[config.mk]
export PLATFORM = sky130hd
export DESIGN_NAME = uart_wakeup_flags_loop
export DESIGN_NICKNAME = d
export VERILOG_FILES = /design/src/common/uart_wakeup_pkg.sv /design/src/design/sync2.sv /design/src/design/tx_fifo.sv /design/src/design/uart_wakeup_flags_loop.sv
export SDC_FILE = /design/constraint.sdc
export NUM_CORES = 1
export LEC_CHECK = 0
export CAP_MARGIN = 10
export CORE_MARGIN = 2
export CORE_UTILIZATION = 61
export CTS_CLUSTER_DIAMETER = 150
export DETAILED_ROUTE_END_ITERATION = 7
export DONT_BUFFER_PORTS = 1
export PLACE_DENSITY = 0.81
export SLEW_MARGIN = 20
export SYNTH_ARGS = -nofsm -noshare
export SYNTH_HDL_FRONTEND = slang
export SYNTH_SLANG_ARGS = --single-unit
[constraint.sdc]
create_clock -name clk -period 3.3 [get_ports clk]
set_input_delay 0.495 -clock clk [delete_from_list [all_inputs] [get_ports clk]]
set_output_delay 0.495 -clock clk [all_outputs]
set_load 0.01 [all_outputs]
[src/common/uart_wakeup_pkg.sv]
`default_nettype none
package uart_wakeup_pkg;
  localparam int unsigned DATA_W     = 8;
  localparam int unsigned FIFO_DEPTH = 16;

  // idle bit times per character: start + data + stop
  localparam logic [3:0] CHAR_BITS_8  = 4'hA;
  localparam logic [3:0] CHAR_BITS_9  = 4'hB;
  localparam logic [3:0] IDLE_CNT_RST = 4'h0;
  // data bit position of the address mark
  localparam logic [3:0] MSB_POS_8    = 4'h7;
  localparam logic [3:0] MSB_POS_9    = 4'h8;

  typedef enum logic [2:0] {
    STOP_NONE  = 3'b001,
    STOP_LIGHT = 3'b010,
    STOP_DEEP  = 3'b100
  } stop_mode_e;

  typedef enum logic [1:0] {
    SEQ_IDLE  = 2'b01,
    SEQ_ARMED = 2'b10
  } clr_seq_e;

  typedef struct packed {
    logic nine_bit;
    logic wake_sel;
    logic quiet_count_start_select;
    logic loopback_enable;
    logic loop_source_select;
    logic single_wire_direction;
  } cfg_s;

  // also used as the eight interrupt enables, same bit order
  typedef struct packed {
    logic tx_empty;
    logic tx_done;
    logic rx_full;
    logic idle;
    logic overrun;
    logic noise;
    logic framing;
    logic parity;
  } flags_s;

  localparam logic [7:0] TX_GRP  = 8'hC0;
  localparam logic [7:0] RX_GRP  = 8'h30;
  localparam logic [7:0] ERR_GRP = 8'h0F;

  typedef struct packed {
    logic [DATA_W:0] data;
    logic            noise;
    logic            framing;
    logic            parity;
  } rx_char_s;
endpackage
`default_nettype wire

[src/design/sync2.sv]
`default_nettype none
module sync2 #(
  parameter int unsigned W = 1
) (
  input  wire logic         clk,  // module clock
  input  wire logic         rstn, // async reset, active low
  input  wire logic [W-1:0] d,    // asynchronous inputs
  output logic      [W-1:0] q     // synchronised copies
);
  logic [W-1:0] meta_q;

  // pins idle high, so both stages reset to ones
  always_ff @(posedge clk or negedge rstn) begin
    if (!rstn) begin
      meta_q <= '1;
      q      <= '1;
    end else begin
      meta_q <= d;
      q      <= meta_q;
    end
  end
endmodule
`default_nettype wire

[src/design/tx_fifo.sv]
`default_nettype none
module tx_fifo #(
  parameter int unsigned W     = 8,
  parameter int unsigned DEPTH = 16
) (
  input  wire logic         clk,       // module clock
  input  wire logic         rstn,      // async reset, active low
  input  wire logic         clr,       // sync flush
  input  wire logic         en,        // clock enable, low freezes all but clr
  input  wire logic         in_valid,  // write request
  input  wire logic [W-1:0] in_data,   // write data
  output logic              in_ready,  // room for a word
  output logic              out_valid, // a word is held
  output logic      [W-1:0] out_data,  // oldest word
  input  wire logic         out_ready  // take oldest word
);
  localparam int unsigned AW = $clog2(DEPTH);

  logic [W-1:0]  mem_q [DEPTH];
  logic [AW-1:0] wr_q;
  logic [AW-1:0] rd_q;
  logic [AW:0]   cnt_q;
  logic [AW:0]   cnt_d;
  logic          push;
  logic          pop;

  assign push     = en && in_valid && in_ready;
  assign pop      = en && out_valid && out_ready;
  assign out_data = mem_q[rd_q];

  always_comb begin
    cnt_d = cnt_q + {{AW{1'b0}}, push} - {{AW{1'b0}}, pop};
  end

  always_ff @(posedge clk or negedge rstn) begin
    if (!rstn) begin
      wr_q      <= '0;
      rd_q      <= '0;
      cnt_q     <= '0;
      in_ready  <= 1'b1;
      out_valid <= 1'b0;
    end else if (clr) begin
      wr_q      <= '0;
      rd_q      <= '0;
      cnt_q     <= '0;
      in_ready  <= 1'b1;
      out_valid <= 1'b0;
    end else begin
      if (push) begin
        wr_q <= wr_q + 1'b1;
      end
      if (pop) begin
        rd_q <= rd_q + 1'b1;
      end
      cnt_q     <= cnt_d;
      in_ready  <= cnt_d != (AW+1)'(DEPTH);
      out_valid <= cnt_d != '0;
    end
  end

  always_ff @(posedge clk) begin
    if (push) begin
      mem_q[wr_q] <= in_data;
    end
  end
endmodule
`default_nettype wire

[src/design/uart_wakeup_flags_loop.sv]
`default_nettype none
module uart_wakeup_flags_loop
  import uart_wakeup_pkg::*;
#(
  parameter int unsigned FIFO_W = DATA_W,
  parameter int unsigned FIFO_D = FIFO_DEPTH
) (
  input  wire logic              clk,                // module clock
  input  wire logic              rstn,               // async reset, active low
  input  wire stop_mode_e        stop_mode,          // run, light or deep stop
  input  wire cfg_s              cfg,                // static configuration
  input  wire flags_s            irq_en,             // per source enables
  input  wire logic              sleep_set,          // pulse, put receiver to sleep
  input  wire logic              status_read,        // pulse, status read
  input  wire logic              data_read,          // pulse, data read
  input  wire logic              tx_ninth_bit,       // level, ninth bit to send
  input  wire logic              tx_wr_valid,        // write into tx buffer
  input  wire logic [FIFO_W-1:0] tx_wr_data,         // tx data word
  output logic                   tx_wr_ready,        // room in tx buffer
  input  wire logic              shifter_free,       // shifter can take a word
  input  wire logic              shifter_idle,       // shifter done, line high
  input  wire logic              tx_serial,          // shifter serial output
  output logic                   tx_load,            // pulse, word to shifter
  output logic       [FIFO_W:0]  tx_word,            // ninth bit and data
  input  wire logic              bit_tick,           // one pulse per bit time
  input  wire logic              rx_bit_tick,        // pulse, data bit sampled
  input  wire logic       [3:0]  rx_bit_pos,         // its position
  input  wire logic              rx_bit_val,         // its value
  input  wire logic              rx_char_valid,      // pulse, character complete
  input  wire rx_char_s          rx_char,            // character and errors
  input  wire logic              serial_in_pin,      // input pin level
  input  wire logic              serial_out_pin_i,   // output pin read back
  output logic                   serial_out_pin_o,   // output pin drive value
  output logic                   serial_out_pin_oe,  // output pin enable
  output logic                   serial_in_released, // input pin back to gpio
  output logic                   rx_line,            // line into receiver
  output logic                   receiver_sleep,     // sleep state
  output flags_s                 flags,              // status flags
  output logic       [DATA_W:0]  rx_data,            // received word
  output logic                   rx_ninth_bit,       // received ninth bit
  output logic                   tx_irq,             // transmit request
  output logic                   rx_irq,             // receive request
  output logic                   err_irq             // error request
);
  logic             run;
  logic             deep;
  logic [1:0]       pins_s;
  logic             line_d;
  logic             rx_line_q;
  logic             pin_o_q;
  logic             pin_oe_q;
  logic             released_q;
  logic [3:0]       idle_cnt_q;
  logic             quiet_hold_q;
  logic [3:0]       char_len;
  logic             idle_hit;
  logic             addr_hit;
  logic             wake_now;
  logic             sleep_q;
  clr_seq_e         seq_q;
  logic             clr_now;
  logic             take;
  logic             ovr;
  logic             quiet_set;
  logic             idle_arm_q;
  logic             rx_full_q;
  logic             idle_q;
  logic             overrun_q;
  logic             noise_q;
  logic             framing_q;
  logic             parity_q;
  logic [DATA_W:0]  rx_data_q;
  logic             tx_done_q;
  logic             tx_load_q;
  logic [FIFO_W:0]  tx_word_q;
  logic             fifo_ready;
  logic             fifo_valid;
  logic [FIFO_W-1:0] fifo_head;
  logic             pop;
  flags_s           flags_all;
  logic             tx_irq_q;
  logic             rx_irq_q;
  logic             err_irq_q;

  // clocks halt in any stop; deep stop also wipes state
  always_comb begin
    run  = 1'b1;
    deep = 1'b0;
    unique case (stop_mode)
      STOP_NONE:  run = 1'b1;
      STOP_LIGHT: run = 1'b0;
      STOP_DEEP: begin
        run  = 1'b0;
        deep = 1'b1;
      end
      default:    run = 1'b1;
    endcase
  end

  sync2 #(.W(2)) u_pin_sync (
    .clk  (clk),
    .rstn (rstn),
    .d    ({serial_in_pin, serial_out_pin_i}),
    .q    (pins_s)
  );

  // receiver source selection
  always_comb begin
    line_d = pins_s[1];
    if (cfg.loopback_enable) begin
      if (cfg.loop_source_select && !cfg.single_wire_direction) begin
        line_d = pins_s[0];
      end else begin
        line_d = tx_serial;
      end
    end
  end

  always_ff @(posedge clk or negedge rstn) begin
    if (!rstn) begin
      rx_line_q  <= 1'b1;
      pin_o_q    <= 1'b1;
      pin_oe_q   <= 1'b1;
      released_q <= 1'b0;
    end else if (deep) begin
      rx_line_q  <= 1'b1;
      pin_o_q    <= 1'b1;
      pin_oe_q   <= 1'b1;
      released_q <= 1'b0;
    end else if (run) begin
      rx_line_q  <= line_d;
      pin_o_q    <= tx_serial;
      // transmitter lets go of the pin only in single-wire receive
      pin_oe_q   <= !(cfg.loopback_enable && cfg.loop_source_select
                      && !cfg.single_wire_direction);
      released_q <= cfg.loopback_enable;
    end
  end

  // idle counter; saturates so one quiet stretch wakes only once
  assign char_len = cfg.nine_bit ? CHAR_BITS_9 : CHAR_BITS_8;
  assign idle_hit = run && bit_tick && rx_line_q && !quiet_hold_q
                    && idle_cnt_q == char_len - 4'h1;

  always_ff @(posedge clk or negedge rstn) begin
    if (!rstn) begin
      idle_cnt_q   <= IDLE_CNT_RST;
      quiet_hold_q <= 1'b0;
    end else if (deep) begin
      idle_cnt_q   <= IDLE_CNT_RST;
      quiet_hold_q <= 1'b0;
    end else if (run) begin
      if (bit_tick && !rx_line_q) begin
        idle_cnt_q   <= IDLE_CNT_RST;
        quiet_hold_q <= cfg.quiet_count_start_select;
      end else if (rx_char_valid && quiet_hold_q) begin
        quiet_hold_q <= 1'b0;
      end else if (bit_tick && !quiet_hold_q && idle_cnt_q != char_len) begin
        idle_cnt_q <= idle_cnt_q + 4'h1;
      end
    end
  end

  // address mark is seen at the msb sample, ahead of the stop bit
  assign addr_hit = run && cfg.wake_sel && rx_bit_tick && rx_bit_val
                    && rx_bit_pos == (cfg.nine_bit ? MSB_POS_9 : MSB_POS_8);
  assign wake_now = (idle_hit && !cfg.wake_sel) || addr_hit;

  always_ff @(posedge clk or negedge rstn) begin
    if (!rstn) begin
      sleep_q <= 1'b0;
    end else if (deep) begin
      sleep_q <= 1'b0;
    end else if (run) begin
      if (sleep_q && wake_now) begin
        sleep_q <= 1'b0;
      end else if (sleep_set) begin
        sleep_q <= 1'b1;
      end
    end
  end

  // two-step clear: status read with rx full, idle or overrun up, then data read
  assign clr_now = seq_q == SEQ_ARMED && data_read;

  always_ff @(posedge clk or negedge rstn) begin
    if (!rstn) begin
      seq_q <= SEQ_IDLE;
    end else if (deep) begin
      seq_q <= SEQ_IDLE;
    end else if (run) begin
      unique case (seq_q)
        SEQ_IDLE: begin
          if (status_read && (rx_full_q || idle_q || overrun_q)) begin
            seq_q <= SEQ_ARMED;
          end
        end
        SEQ_ARMED: begin
          if (data_read) begin
            seq_q <= SEQ_IDLE;
          end
        end
        default: seq_q <= SEQ_IDLE;
      endcase
    end
  end

  // a clearing data read in the same cycle frees the buffer for the new word
  assign take      = run && rx_char_valid && !sleep_q && (!rx_full_q || clr_now);
  assign ovr       = run && rx_char_valid && !sleep_q && rx_full_q && !clr_now;
  assign quiet_set = idle_hit && !sleep_q && idle_arm_q;

  // later assignments win, so a set beats a same-cycle clear
  always_ff @(posedge clk or negedge rstn) begin
    if (!rstn) begin
      rx_full_q  <= 1'b0;
      idle_q     <= 1'b0;
      overrun_q  <= 1'b0;
      noise_q    <= 1'b0;
      framing_q  <= 1'b0;
      parity_q   <= 1'b0;
      idle_arm_q <= 1'b0;
      rx_data_q  <= '0;
    end else if (deep) begin
      rx_full_q  <= 1'b0;
      idle_q     <= 1'b0;
      overrun_q  <= 1'b0;
      noise_q    <= 1'b0;
      framing_q  <= 1'b0;
      parity_q   <= 1'b0;
      idle_arm_q <= 1'b0;
      rx_data_q  <= '0;
    end else if (run) begin
      if (clr_now) begin
        rx_full_q <= 1'b0;
        idle_q    <= 1'b0;
        overrun_q <= 1'b0;
        noise_q   <= 1'b0;
        framing_q <= 1'b0;
        parity_q  <= 1'b0;
      end
      if (take) begin
        rx_full_q  <= 1'b1;
        noise_q    <= rx_char.noise;
        framing_q  <= rx_char.framing;
        parity_q   <= rx_char.parity;
        idle_arm_q <= 1'b1;
        rx_data_q  <= cfg.nine_bit ? rx_char.data
                                   : {1'b0, rx_char.data[DATA_W-1:0]};
      end
      if (ovr) begin
        overrun_q <= 1'b1;
      end
      if (quiet_set) begin
        idle_q     <= 1'b1;
        idle_arm_q <= 1'b0;
      end
    end
  end

  // transmit buffer; stalls the host through tx_wr_ready
  assign pop = run && fifo_valid && shifter_free && !tx_load_q;

  tx_fifo #(.W(FIFO_W), .DEPTH(FIFO_D)) u_tx_fifo (
    .clk       (clk),
    .rstn      (rstn),
    .clr       (deep),
    .en        (run),
    .in_valid  (tx_wr_valid),
    .in_data   (tx_wr_data),
    .in_ready  (fifo_ready),
    .out_valid (fifo_valid),
    .out_data  (fifo_head),
    .out_ready (pop)
  );

  // ninth bit is a held level, sampled only at the move into the shifter
  always_ff @(posedge clk or negedge rstn) begin
    if (!rstn) begin
      tx_load_q <= 1'b0;
      tx_word_q <= '0;
      tx_done_q <= 1'b1;
    end else if (deep) begin
      tx_load_q <= 1'b0;
      tx_word_q <= '0;
      tx_done_q <= 1'b1;
    end else if (run) begin
      tx_load_q <= pop;
      if (pop) begin
        tx_word_q <= {cfg.nine_bit && tx_ninth_bit, fifo_head};
      end
      tx_done_q <= shifter_idle && !fifo_valid && !tx_load_q && !pop;
    end
  end

  assign flags_all = '{tx_empty: fifo_ready, tx_done: tx_done_q,
                       rx_full: rx_full_q, idle: idle_q, overrun: overrun_q,
                       noise: noise_q, framing: framing_q, parity: parity_q};

  // requests are levels that follow the flags while enabled
  always_ff @(posedge clk or negedge rstn) begin
    if (!rstn) begin
      tx_irq_q  <= 1'b0;
      rx_irq_q  <= 1'b0;
      err_irq_q <= 1'b0;
    end else if (deep) begin
      tx_irq_q  <= 1'b0;
      rx_irq_q  <= 1'b0;
      err_irq_q <= 1'b0;
    end else if (run) begin
      tx_irq_q  <= |(flags_all & irq_en & TX_GRP);
      rx_irq_q  <= |(flags_all & irq_en & RX_GRP);
      err_irq_q <= |(flags_all & irq_en & ERR_GRP);
    end
  end

  assign tx_wr_ready        = fifo_ready;
  assign tx_load            = tx_load_q;
  assign tx_word            = tx_word_q;
  assign serial_out_pin_o   = pin_o_q;
  assign serial_out_pin_oe  = pin_oe_q;
  assign serial_in_released = released_q;
  assign rx_line            = rx_line_q;
  assign receiver_sleep     = sleep_q;
  assign flags              = flags_all;
  assign rx_data            = rx_data_q;
  assign rx_ninth_bit       = rx_data_q[DATA_W];
  assign tx_irq             = tx_irq_q;
  assign rx_irq             = rx_irq_q;
  assign err_irq            = err_irq_q;
endmodule
`default_nettype wire

After elaboration in Yosys (flattened, before gate mapping)
Memories as Yosys holds them, arrays and structs flattened.
Cells that the tools add are included.

operators by class
  add/subtract/negate cells = 6
  eq/ne operators = 12
  muxes and demuxes = 81
  bitwise logic cells = 1
  reductions and logical operators = 77

operators by type and width
  cell                                           count
  two-way mux 9 bit                              7
  two-way mux 1 bit                              58
  two-way mux 4 bit                              10
  logical AND 1 bit                              36
  nonzero test 3 bit                             7
  AND reduction 2 bit                            8
  adder 4 x 1 -> 4 bit (second input constant)   3
  zero test 1 bit                                11
  inequality test 3 bit (second input constant)  3
  bitwise AND 8 bit                              1
  == test 4 bit                                  2
  two-way mux 2 bit                              4
  nonzero test 2 bit                             4
  AND reduction 3 bit                            2
  OR reduction 2 bit                             3
  adder 5 x 1 -> 5 bit                           1
  two-way mux 5 bit                              1
  inequality test 5 bit (second input constant)  1
  nonzero test 5 bit                             1
  subtractor 5 x 1 -> 5 bit                      1
  logical OR 1 bit                               4
  inequality test 4 bit                          1
  case mux 2 bit (2 select lines)                1
  OR reduction 4 bit                             1
  6 further kinds                                6

storage, ports and cells
  bits in registers = 61
  RAM bits = 128
  input port bits = 57
  output and inout port bits = 37
  logic and storage cells = 207
  memories = 1

memory list
  memory           depth  width  rd ports  clocked after memory_dff  wr ports  RTL line       RTL
  u_tx_fifo.mem_q  16     8      1         0                         1         tx_fifo.sv:19  logic [W-1:0] mem_q [DEPTH];

Longest topological paths before layout
  depth after elaboration = 13
  mapped depth = 11
  gate-level depth less buffers = 10

Cells and area by module
Synthesis repeated with hierarchy kept, for this count alone.

unflattened totals
  cell total of the unflattened synthesis = 492
  area total of the unflattened synthesis = 7957.6 um^2

modules (own cells, without submodules)
  module                  instances  cells each  area an instance (um^2)  seq. area each (um^2)
  tx_fifo                 1          299         5844.4                   4220.3
  uart_wakeup_flags_loop  1          189         2008.2                   1057.3
  sync2                   1          4           105.1                    105.1

Worst setup path before layout
OpenSTA, ideal clock, no wires.

  path type = input -> register
  start = input port stop_mode[0]
  end = register u_tx_fifo.in_ready
  library setup time = 92 ps
  arrival = 2676 ps
  required time = 3208 ps
  setup slack = 532 ps
  stages = 10
  buffers on the path = 1
  cell sequence = nor3b_4 > nor3_2 > buf_2 > ha_1 > inv_1 > ha_1 > fa_1 > xor2_1 > or3_1 > nand4bb_1

on the way
  cells in the longest elaborated chain, start to end = 10
  elaborated cells between the ends (all ways) = 15
  classes of those cells = add/sub (2); eq/ne (3); mux (3); reduce/logical (7)

ends and longest elaborated chain
  element                                                       RTL line                      RTL
  start: declaration                                            uart_wakeup_flags_loop.sv:10  input wire stop_mode_e stop_mode,
  branches (longest 9 deep; another with adder 5 x 1 -> 5 bit)  n/a
  two-way mux 1 bit (*)                                         tx_fifo.sv:42                 end else if (clr) begin
  end signal: assignment                                        tx_fifo.sv:56                 in_ready <= cnt_d != (AW+1)'(DEPTH);
  end: declaration                                              tx_fifo.sv:12                 output logic in_ready,

Mark *: on every way between the ends.
A chain may end at the register's enable or synchronous reset.

Worst setup path in the final report
  start = register u_tx_fifo.in_ready
  end = register u_tx_fifo.in_ready

on the way
  cells in the longest elaborated chain, start to end = 5

ends and longest elaborated chain
  element                    RTL line       RTL
  logical AND 1 bit          tx_fifo.sv:27  assign push = en && in_valid && in_ready;
  adder 5 x 1 -> 5 bit       tx_fifo.sv:32  cnt_d = cnt_q + {{AW{1'b0}}, push} - {{AW{1'b0}}, pop};
  subtractor 5 x 1 -> 5 bit  tx_fifo.sv:32
  inequality test 5 bit      tx_fifo.sv:56
  two-way mux 1 bit          tx_fifo.sv:42

No other way between the ends.

==> impl_metrics.json <==
{
  "rows": 41,
  "cpMaxStageDelayCell": "dfstp_2",
  "num_vias": 4467,
  "grt-ovfl-total": 0,
  "slowest_delay_ns": 0.61,
  "grt_max_degree": 62,
  "ys_types": 59,
  "synth_top_family_by_area": "multiplexers",
  "cts.clk_slew.worst_paths_ns": 0.07,
  "cts_hold_buf": 2,
  "routedWlPerCell_um": 25.0,
  "synth-edff-count": 128,
  "cts_inserted_buffers": 17,
  "hold_class": "in -> reg",
  "timing.setup.tns_ns": 0,
  "hold_viol": 0,
  "cts_tree": "done",
  "dp_slack_ns": 0.442,
  "worst-path-buf-inv": 1,
  "maxCapViolations": 0,
  "synth_xor_area_share_pct": 1.09,
  "cts_sinks": 189,
  "dpl.hpwl_um": 10900,
  "post-cts-setup-buffers": 0,
  "clockBufferDepth": 2,
  "worst_pin_slew_ns": 0.665,
  "grt_pass1_vias": 4661,
  "die_y_um": 119,
  "ys_ff_latch": 189,
  "worst_path_most_repeated_cell": "or3_1",
  "synth.cell_area_mm2": 0.00804,
  "place_inst": 651,
  "antenna_found_initial": 0,
  "finalSetupViolCount": 0,
  "yosysWarnings": 0,
  "endpoint_kind": "flop",
  "slew_headroom_pct": 55.2,
  "grt_pass1_wl_um": 26700,
  "p_leak_uw": 0.00328,
  "drive_gt1_share_pct": 20.1,
  "final_common_cell": "edfxtp_1",
  "fin_nets": 569,
  "rsz0062_at_grt": "false",
  "synthCells": 503,
  "drtAntennaViolNets": 0,
  "outcome": "complete, no violations",
  "fin_crit_sh_pct": 81.0,
  "arrival_ns": 3.02,
  "path_cells": "nand2_1 -> or3_1 -> inv_4 -> ha_1 -> fa_1 -> or3_1 -> nand4bb_1",
  "synth-compound-area-share_pct": 6.19,
  "start_kind": "flop",
  "peakVddDrop_mv": 0.537,
  "die-area_mm2": 0.0141,
  "slew_viol_final": 0,
  "max_freq_mhz": 374,
  "nFillCells": 818,
  "viasPerCell": 6.52,
  "drtIter0Drc": 472,
  "clock_skew_ns": 0.0126,
  "io_buffers": 0,
  "route.detailed.drc": 0,
  "cts_root_buf": "clkbuf_16",
  "power_density_mw_per_mm2": 796,
  "min_period_ns": 2.67,
  "fin_util_pct": 69.2,
  "worstPathRequired_ns": 3.65,
  "layout.cells.non_filler": 685,
  "core_area_mm2": 0.0127,
  "synthMuxAreaShare_pct": 12.1,
  "crit_fanout": 7,
  "wl_um": 17200,
  "async_flop_share_pct": 32.3,
  "die_w_um": 119,
  "drt_first_pass_iters": 5,
  "clock_latency_ns": 0.44,
  "insertedDiodeCount": 0,
  "htree_levels": 4,
  "start_util_pct": 63.2,
  "ys.flop_type": "edfxtp_1",
  "area_growth_pct": 9.41,
  "synthAdderAreaFrac_pct": 1.96,
  "ys_seq_area_share_pct": 66.9,
  "path_class": "reg -> reg",
  "crit_family": "simple AND/OR/NAND/NOR gates",
  "postPlaceCellArea_mm2": 0.00816,
  "grt.total_usage_pct": 25.7,
  "cts_resized": 0,
  "worst_slack_ns": 0.628,
  "synth-simple-area-share_pct": 8.31,
  "final_area_mm2": 0.00880,
  "final_cell_mix": "128 x edfxtp_1, 50 x dfrtp_1, 35 x nand2_1",
  "synth_fp_nets": 572,
  "routabilityCongestion": 0.848,
  "io_pins": 94,
  "avgSynthCellArea_um2": 16.0
}
==> final timing paths <==
check                                      from                    to  slack, ns  depth (start not counted)
max in group asynchronous                  rstn             tx_done_q       2.34                          2
max reg2reg                  u_tx_fifo.in_ready    u_tx_fifo.in_ready       0.63                          7
min                            serial_out_pin_i  u_pin_sync.meta_q[0]       0.06                          0
min in group asynchronous                  rstn            tx_word[5]       0.64                          2
min reg2reg                u_pin_sync.meta_q[1]       u_pin_sync.q[1]       0.36                          0
max                          u_tx_fifo.in_ready    u_tx_fifo.in_ready       0.63                          7
==> cell usage after synthesis, types with 10 or more instances <==
master    count  area, um2
buf_4        13       97.6
inv_1        22       82.6
o21ai_0      10       50.1
and2_1       12       75.1
mux2i_1      25        250
edfxtp_1    128       3840
nor2_1       13       48.8
dfstp_2      10        263
dfrtp_1      51       1280
mux4_2       31        698
nand2_1      35        131
a21oi_1      15       75.1
ha_1         11        138
==> layer usage <==
| layer | track usage (%) | part of all wire (%) |
|---|---|---|
| met4 | 9.60 | 2.6 |
| met2 | 43.0 | 51 |
| met3 | 6.27 | 7.1 |
| met1 | 32.9 | 39 |
| met5 | 0 | 0 |
==> sequential cells by signal, summed over array words and instances, names as in the netlist, 4 cells and up <==
register         flops
u_tx_fifo.rd_q       4
u_tx_fifo.wr_q       4
u_tx_fifo.cnt_q      5
rx_data              9
u_tx_fifo.mem_q    128
idle_cnt_q           4
tx_word              9
==> per-stage QoR <==
step                      hold slack [ns]  power (uW)
final                              0.0581        7010
after global routing               0.0382        7310
after CTS                          0.0432        7030
after detailed placement            0.201        4950
after global placement              0.201        4830
after floorplan                     0.199        4550
==> power by group <==
group          switching (uW)  internal [uW]  leakage, uW
Clock                     902           1180     0.000292
Combinational             847            773      0.00108
Sequential                406           2900      0.00190
Total                    2150           4850      0.00328
==> final cells by class <==
cell class / instances / area (um2) / share of cell area [%]
multi-input cells: 258 / 2390 / 27.1
inverters: 23 / 88.8 / 1.01
repair buffers: 11 / 118 / 1.34
clock inverters: 12 / 150 / 1.71
flip-flops and latches: 189 / 5380 / 61.2
clock buffers: 20 / 457 / 5.19
well taps: 172 / 215 / 2.45
==> logic make-up after synthesis <==
| family | Yosys count |
|---|---|
| buf+inv | 56 |
| mux | 58 |
| simple gates | 111 |
| flops | 189 |
| fa+ha+maj | 12 |
| xor+xnor | 10 |
| compound gates | 67 |
Power figures use the tool's default switching activity.
